--- config.mk ---
export PLATFORM = sky130hd
export DESIGN_NAME = supervisor_watchdog_reset
export DESIGN_NICKNAME = d
export VERILOG_FILES = /design/src/shared/supervisor_pkg.sv /design/src/verilog/input_sync.sv /design/src/verilog/supervisor_watchdog_reset.sv
export SDC_FILE = /design/constraint.sdc
export NUM_CORES = 1
export LEC_CHECK = 0
export BUFFER_PORTS_ARGS = -buffer_cell sky130_fd_sc_hd__buf_4
export CAP_MARGIN = 15
export CORE_MARGIN = 2
export CORE_UTILIZATION = 25
export DETAILED_ROUTE_END_ITERATION = 10
export HOLD_SLACK_MARGIN = 0.08
export PLACE_DENSITY_LB_ADDON = 0.3
export SYNTH_ARGS = -nofsm -noshare
export SYNTH_HDL_FRONTEND = slang
export SYNTH_SLANG_ARGS = --single-unit
--- constraint.sdc ---
create_clock -name clk_sys -period 3.7 [get_ports clk_sys]
set_clock_uncertainty 0.05 [all_clocks]
set_input_delay 0.185 -clock clk_sys [delete_from_list [all_inputs] [get_ports clk_sys]]
set_output_delay 0.185 -clock clk_sys [all_outputs]
set_load 0.005 [all_outputs]
--- src/shared/supervisor_pkg.sv ---
package supervisor_pkg;

  // ----------------------------------------------------------------
  // timing
  // ----------------------------------------------------------------
  localparam int unsigned CLK_PERIOD_PS       = 5000;
  // reset hold period and watchdog period, in microseconds
  localparam int unsigned RESET_HOLD_US       = 150000;
  localparam int unsigned WATCHDOG_PERIOD_US  = 1600000;
  localparam int unsigned RESET_HOLD_CYCLES   = (RESET_HOLD_US * 1000) / (CLK_PERIOD_PS / 1000);
  localparam int unsigned WATCHDOG_CYCLES     = (WATCHDOG_PERIOD_US / 1000) * (1000000 / (CLK_PERIOD_PS / 1000));
  // shortest watchdog pulse that must register, in ns
  localparam int unsigned MIN_PULSE_NS        = 150;
  localparam int unsigned MIN_PULSE_CYCLES    = (MIN_PULSE_NS * 1000 + CLK_PERIOD_PS - 1) / CLK_PERIOD_PS;

  // ----------------------------------------------------------------
  // widths and reset values
  // ----------------------------------------------------------------
  localparam int unsigned CNT_W               = 32;
  localparam logic        SYNC_RESET_VALUE    = 1'b0;
  localparam logic        MANUAL_RESET_VALUE  = 1'b1;

  // synchronised input bundle
  typedef struct packed {
    logic undervolt;
    logic manual_n;
    logic kick;
  } sync_in_s;

endpackage

--- src/verilog/input_sync.sv ---
`timescale 1ns/1ps
`default_nettype none

// two-flop synchroniser, one lane per bit
module input_sync #(
  parameter int unsigned WIDTH = 3,
  parameter logic [WIDTH-1:0] RESET_VALUE = '0
) (
  // clock and reset
  input  wire logic             clk_sys,
  input  wire logic             rstn,
  // data
  input  wire logic [WIDTH-1:0] async_in,
  output logic      [WIDTH-1:0] sync_out
);

  // --------------------------------------------------------------
  // synchroniser lanes
  // --------------------------------------------------------------
  genvar g;
  generate
    for (g = 0; g < WIDTH; g++) begin : g_lane
      logic meta_q;
      logic stable_q;
      // first flop is only ever read by the second
      always_ff @(posedge clk_sys or negedge rstn) begin
        if (!rstn) begin
          meta_q   <= RESET_VALUE[g];
          stable_q <= RESET_VALUE[g];
        end else begin
          meta_q   <= async_in[g];
          stable_q <= meta_q;
        end
      end
      assign sync_out[g] = stable_q;
    end
  endgenerate

endmodule // input_sync

`default_nettype wire

--- src/verilog/supervisor_watchdog_reset.sv ---
`timescale 1ns/1ps
`default_nettype none

// Functional notes
// - reset_out_n low on undervoltage, manual reset low, or watchdog expiry
// - reset held for the full hold period after every cause clears
// - active-high output is the exact inverse of the active-low output
// - active-high output stays high for hold period, then falls
// - reset held while manual input low and hold period after release
// - processor toggles watchdog input in time; otherwise expiry forces reset
// - watchdog counter clears on reset, manual reset, or any input edge
// - manual input has no pullup; only its sync lane resets high, while rstn is low
// - watchdog frozen during reset, restarts from zero on release
// - short watchdog pulses count as toggles; no level filtering
module supervisor_watchdog_reset
  import supervisor_pkg::*;
#(
  parameter int unsigned HOLD_CYCLES     = RESET_HOLD_CYCLES,
  parameter int unsigned WATCHDOG_LIMIT  = WATCHDOG_CYCLES
) (
  // clock and reset
  input  wire logic clk_sys,
  input  wire logic rstn,
  // monitored conditions
  input  wire logic undervolt_in,
  input  wire logic manual_reset_in_n,
  input  wire logic watchdog_toggle_in,
  // reset outputs
  output logic      reset_out_n,
  output logic      reset_out,
  // status
  output logic      watchdog_expired
);

  // --------------------------------------------------------------
  // input synchronisation
  // --------------------------------------------------------------
  sync_in_s raw_in;
  sync_in_s sync_in;

  // manual lane resets high so an idle input never looks asserted
  assign raw_in = '{undervolt: undervolt_in, manual_n: manual_reset_in_n, kick: watchdog_toggle_in};

  input_sync #(
    .WIDTH       (3),
    .RESET_VALUE ({SYNC_RESET_VALUE, MANUAL_RESET_VALUE, SYNC_RESET_VALUE})
  ) u_sync (
    .clk_sys  (clk_sys),
    .rstn     (rstn),
    .async_in (raw_in),
    .sync_out (sync_in)
  );

  // --------------------------------------------------------------
  // state
  // --------------------------------------------------------------
  typedef enum logic [1:0] {ST_ASSERT, ST_HOLD, ST_RUN} state_e;

  state_e           state_q, state_d;
  logic [CNT_W-1:0] hold_cnt_q, hold_cnt_d;
  logic [CNT_W-1:0] wd_cnt_q, wd_cnt_d;
  logic             kick_prev_q;
  logic             wd_exp_q, wd_exp_d;
  logic             rst_q, rst_d;

  // --------------------------------------------------------------
  // decode
  // --------------------------------------------------------------
  wire manual_req  = !sync_in.manual_n;
  wire kick_edge   = sync_in.kick ^ kick_prev_q;
  wire wd_timeout  = (wd_cnt_q >= CNT_W'(WATCHDOG_LIMIT - 1)) && !kick_edge;
  // any live cause; expiry latches until its own hold finishes
  wire cause       = sync_in.undervolt || manual_req || wd_exp_q;
  wire hold_done   = (hold_cnt_q >= CNT_W'(HOLD_CYCLES - 1));

  // --------------------------------------------------------------
  // next state
  // --------------------------------------------------------------
  always_comb begin
    state_d    = state_q;
    hold_cnt_d = hold_cnt_q;
    wd_cnt_d   = wd_cnt_q;
    wd_exp_d   = wd_exp_q;
    case (state_q)
      ST_ASSERT: begin
        hold_cnt_d = '0;
        wd_cnt_d   = '0;
        if (!(sync_in.undervolt || manual_req)) begin
          state_d = ST_HOLD;
        end
      end
      ST_HOLD: begin
        wd_cnt_d = '0;
        if (sync_in.undervolt || manual_req) begin
          state_d    = ST_ASSERT;
          hold_cnt_d = '0;
        end else if (hold_done) begin
          state_d  = ST_RUN;
          wd_exp_d = 1'b0;
        end else begin
          hold_cnt_d = hold_cnt_q + CNT_W'(1);
        end
      end
      ST_RUN: begin
        if (sync_in.undervolt || manual_req) begin
          state_d  = ST_ASSERT;
          wd_cnt_d = '0;
        end else if (wd_timeout) begin
          state_d    = ST_HOLD;
          wd_exp_d   = 1'b1;
          hold_cnt_d = '0;
          wd_cnt_d   = '0;
        end else if (kick_edge) begin
          wd_cnt_d = '0;
        end else begin
          wd_cnt_d = wd_cnt_q + CNT_W'(1);
        end
      end
      default: state_d = ST_ASSERT;
    endcase
    rst_d = (state_d != ST_RUN);
  end

  // --------------------------------------------------------------
  // registers
  // --------------------------------------------------------------
  // power-up lands in assert so reset is low from the first instant
  always_ff @(posedge clk_sys or negedge rstn) begin
    if (!rstn) begin
      state_q    <= ST_ASSERT;
      hold_cnt_q <= '0;
      wd_cnt_q   <= '0;
      kick_prev_q <= SYNC_RESET_VALUE;
      wd_exp_q   <= 1'b0;
      rst_q      <= 1'b1;
    end else begin
      state_q    <= state_d;
      hold_cnt_q <= hold_cnt_d;
      wd_cnt_q   <= wd_cnt_d;
      kick_prev_q <= sync_in.kick;
      wd_exp_q   <= wd_exp_d;
      rst_q      <= rst_d;
    end
  end

  // --------------------------------------------------------------
  // outputs
  // --------------------------------------------------------------
  assign reset_out_n      = !rst_q;
  assign reset_out        = rst_q;
  assign watchdog_expired = wd_exp_q;

  // --------------------------------------------------------------
  // checks
  // --------------------------------------------------------------
  property p_cause_asserts;
    @(posedge clk_sys) disable iff (!rstn)
      (sync_in.undervolt || manual_req) |=> !reset_out_n;
  endproperty
  a_cause_asserts: assert property (p_cause_asserts) else $error("cause did not assert reset");

  property p_hold_min;
    @(posedge clk_sys) disable iff (!rstn)
      $rose(state_q == ST_HOLD) |-> (hold_cnt_q == '0);
  endproperty
  a_hold_min: assert property (p_hold_min) else $error("hold count not restarted");

  property p_inverse;
    @(posedge clk_sys) disable iff (!rstn)
      reset_out == !reset_out_n;
  endproperty
  a_inverse: assert property (p_inverse) else $error("outputs not inverse");

  property p_release_after_hold;
    @(posedge clk_sys) disable iff (!rstn)
      $fell(reset_out) |-> $past(state_q) == ST_HOLD && $past(hold_done);
  endproperty
  a_release_after_hold: assert property (p_release_after_hold) else $error("early release");

  property p_manual_held;
    @(posedge clk_sys) disable iff (!rstn)
      manual_req [*2] |-> reset_out;
  endproperty
  a_manual_held: assert property (p_manual_held) else $error("reset released with manual low");

  property p_wd_expiry;
    @(posedge clk_sys) disable iff (!rstn)
      (state_q == ST_RUN && wd_timeout && !cause) |=> (reset_out && wd_exp_q);
  endproperty
  a_wd_expiry: assert property (p_wd_expiry) else $error("watchdog expiry missed");

  property p_wd_clear_edge;
    @(posedge clk_sys) disable iff (!rstn)
      (kick_edge || rst_q) |=> (wd_cnt_q == '0);
  endproperty
  a_wd_clear_edge: assert property (p_wd_clear_edge) else $error("watchdog counter not cleared");

  property p_wd_frozen;
    @(posedge clk_sys) disable iff (!rstn)
      (state_q != ST_RUN) |-> (wd_cnt_q == '0 || $past(state_q) == ST_RUN);
  endproperty
  a_wd_frozen: assert property (p_wd_frozen) else $error("watchdog counted in reset");

  property p_idle_manual;
    @(posedge clk_sys) disable iff (!rstn)
      (state_q == ST_RUN && !sync_in.undervolt && sync_in.manual_n && !wd_timeout) |=> !reset_out;
  endproperty
  a_idle_manual: assert property (p_idle_manual) else $error("spurious reset");

  // an unfinished hold must never hand over to the running state
  property p_hold_full;
    @(posedge clk_sys) disable iff (!rstn)
      (state_q == ST_HOLD && !hold_done) |=> (state_q != ST_RUN);
  endproperty
  a_hold_full: assert property (p_hold_full) else $error("hold cut short");

  // the expiry flag only rises from a real timeout
  property p_no_false_expiry;
    @(posedge clk_sys) disable iff (!rstn)
      (state_q == ST_RUN && !wd_timeout) |=> !watchdog_expired;
  endproperty
  a_no_false_expiry: assert property (p_no_false_expiry) else $error("expiry without timeout");

  // counting restarts from zero once reset lets go
  property p_resume_zero;
    @(posedge clk_sys) disable iff (!rstn)
      $fell(rst_q) |-> (wd_cnt_q == '0);
  endproperty
  a_resume_zero: assert property (p_resume_zero) else $error("watchdog not restarted from zero");

endmodule // supervisor_watchdog_reset

`default_nettype wire

==> qor.yml <==
status:
  status: "completed"
logic_synthesis:
  synthArstFlopShare_pct: 100
  synth-compound-area-share_pct: 21.4
  synth_commonest_cells: "dfrtp_1 (72), nand2_1 (37), nand3_1 (34)"
  netlist.top_cell.by_area: "dfrtp_1"
  yosysMostFrequentCell: "dfrtp_1"
  avgSynthCellArea_sq_um: 9.19
  syn_nets: 437
  yosys.area_share.simple_pct: 25.8
  ys.flop_type: "dfrtp_1"
  synth_xor_area_share_pct: 0.443
  synth_top_family_by_area: "simple AND/OR/NAND/NOR gates"
  synth-edff-count: 0
  syn_inst: 430
  yosysTopAreaCellShare_pct: 45.6
  ys_ff_latch: 75
  synth_cell_types: 59
  synth_area_sq_mm: 0.00395
  yosys-top-cells-area: "dfrtp_1 (46%), o31ai_1 (4.4%), nand3_1 (4.3%), nand2_1 (3.5%), a31oi_1 (3.5%)"
  ys_seq_area_share_pct: 47.6
  muxShareOfSynthArea_pct: 0.538
  synth_fa_ha_area_share_pct: 0.634
  ys_warn_count: 0
pwr:
  p_per_area_mw_per_mm2: 391
  cellLeakagePower_nw: 1.93
  design_power_total_mw: 1.80
  ir_worst_vdd_v: 0.000209
placement:
  hpwl_microns: 5980
  placed_cell_area_sq_mm: 0.00424
  place_congestion: 0.835
  port_buffers: 7
critical_path:
  cp.required_ps: 3870
  r2r_slack_ps: 760
  cp_num_buf_inv: 1
  timing.rr.end: "hold_cnt_q[11]"
  reg2reg_depth: 8
  cp_slowest_stage_delay_ps: 520
  arrival_ps: 3110
  worst-path-max-fanout: 22
  crit_family: "simple AND/OR/NAND/NOR gates"
  criticalPathCategory: "reg2reg"
  start_kind: "flop"
  crit_path_cell_trace: "ha_1, nand3_1, or4_4, a211oi_1, nor4b_2, buf_4, or2_1, a211o_1"
  end_kind: "flop"
  cpMaxStageDelayCell: "or2_1"
  r2r_start: "wd_cnt_q[0]"
floorplanning:
  dieWidth_microns: 130
  die_y_microns: 130
  start_util_pct: 25.8
  core_area_sq_mm: 0.0153
  die-area_sq_mm: 0.0168
  num_rows: 45
  io-pin-count: 8
sta:
  timing.hold.ws_ps: 297
  maxSlewViolCount: 0
  tightest_slew_ps: 994
  max_slew_margin_pct: 33.7
  hold_violations: 0
  period_share_pct: 79.4
  post-route-min-period_ps: 2940
  report.final.setup_viol: 0
  finalSetupTns_ps: 0
  rsz0062_at_grt: "no"
  fmax_mhz: 341
clock_tree:
  clk_latency_ps: 330
  cts_buffers: 9
  clk_pin_slew_ps: 60
  cts_resized: 0
  clockRootBuffer: "clkbuf_16"
  cts_tree: "yes"
  clk_path_buf_depth: 2
  ctsHoldBuffers: 4
  cts_sinks: 75
  cts_setup_buffers: 0
  cts-htree-levels: 3
finish:
  antenna_cells: 0
  drive_gt1_share_pct: 11.3
  fin_area_sq_mm: 0.00460
  final_nets: 444
  area_growth_pct: 16.3
routing:
  drc: 0
  via_count: 3327
  dr.first_iter.drc_count: 226
  drt_wl_total_microns: 9210
  ant_nets: 0
  routedWlPerCell_microns: 14.1
  drt_pass1_iterations: 4
  post_drt_via_cell_ratio: 5.09
hold_path:
  hp-class: "reg2reg"
  min_from: "u_sync.g_lane[0].meta_q"
  hold_depth: 0
  hold_end: "u_sync.g_lane[0].stable_q"
grt:
  grt-ovfl-total: 0
  grt_start_max_net_pins: 76
  grt_usage_pct: 11.7
  grt_pass1_vias: 3273
  grt_pass1_wl_microns: 16200
  antenna_found_initial: 0
run:
  cap_violations: 0
-- registers in the layout, summed over array words and instances, names as in the netlist --
name,count
u_sync.g_lane.stable_q,3
reset_out,1
u_sync.g_lane.meta_q,3
state_q,2
hold_cnt_q,32
kick_prev_q,1
watchdog_expired,1
wd_cnt_q,32
-- report_power, final --
group / switching, mW / leakage (nW) / internal (mW)
clock: 0.342 / 0.153 / 0.592
combinational: 0.0262 / 0.749 / 0.00941
sequential: 0.00395 / 1.03 / 0.826
-- metrics by stage --
stage,utilization [%],worst slack (ps),instances
2_1_floorplan,-,1420,430
3_3_place_gp,27.7,809,633
3_5_place_dp,27.7,741,633
4_1_cts,30.0,736,653
5_1_grt,30.0,512,653
6_report,30.0,763,653
-- area by class of cell --
type,count,area [sq um]
multi-input combinational,321,1940
inverter,12,45.0
timing repair buffer,18,145
tap,211,264
clock buffer,10,229
sequential,75,1880
fill,1611,10700
clock inverter,6,90.1
-- cell families (layout without fill, tap and decap cells) --
logic type,Yosys count,in the layout
flops,75,75
simple gates,189,189
xor+xnor,2,2
mux,2,2
buf+inv,34,46
fa+ha+maj,2,2
compound gates,126,126
-- how the worst max path moves through the flow --
stage	start	slack [ps]	to	cells after the start
3_5_place_dp	wd_cnt_q[0]	740	hold_cnt_q[11]	8
3_3_place_gp	wd_cnt_q[0]	810	hold_cnt_q[11]	8
4_1_cts	wd_cnt_q[0]	740	hold_cnt_q[11]	8
5_1_grt	wd_cnt_q[0]	510	hold_cnt_q[11]	8
6_report	wd_cnt_q[0]	760	hold_cnt_q[11]	8
2_1_floorplan	wd_cnt_q[0]	1420	wd_cnt_q[12]	8
-- routing by layer --
| metal | track usage [%] | share of wire [%] | vias up |
|---|---|---|---|
| met2 | 18.7 | 46 | 54 |
| li1 | - | - | 1633 |
| met1 | 16.2 | 50 | 1631 |
| met3 | 2.75 | 3.1 | 9 |
| met4 | 2.66 | 0.91 | 0 |
| met5 | 0 | 0 | - |
-- cells in the final DEF (no fill, tap or decap), drive strengths merged, types with 3 or more instances in the layout --
cell type	instances
nor3	16
clkbuf	10
o31ai	23
a22o	4
nor4	6
or4	4
a21o	11
nand4	14
nand3	35
nor2	26
and3	13
o21a	4
clkinv	3
buf	14
dlygate4sd3	4
nor2b	4
or2	4
o21ai	26
or3	10
dfstp	3
a31oi	22
a21oi	18
o22a	3
dfrtp	72
and2	11
nand2	37
inv	12
Power figures use the tool's default switching activity.
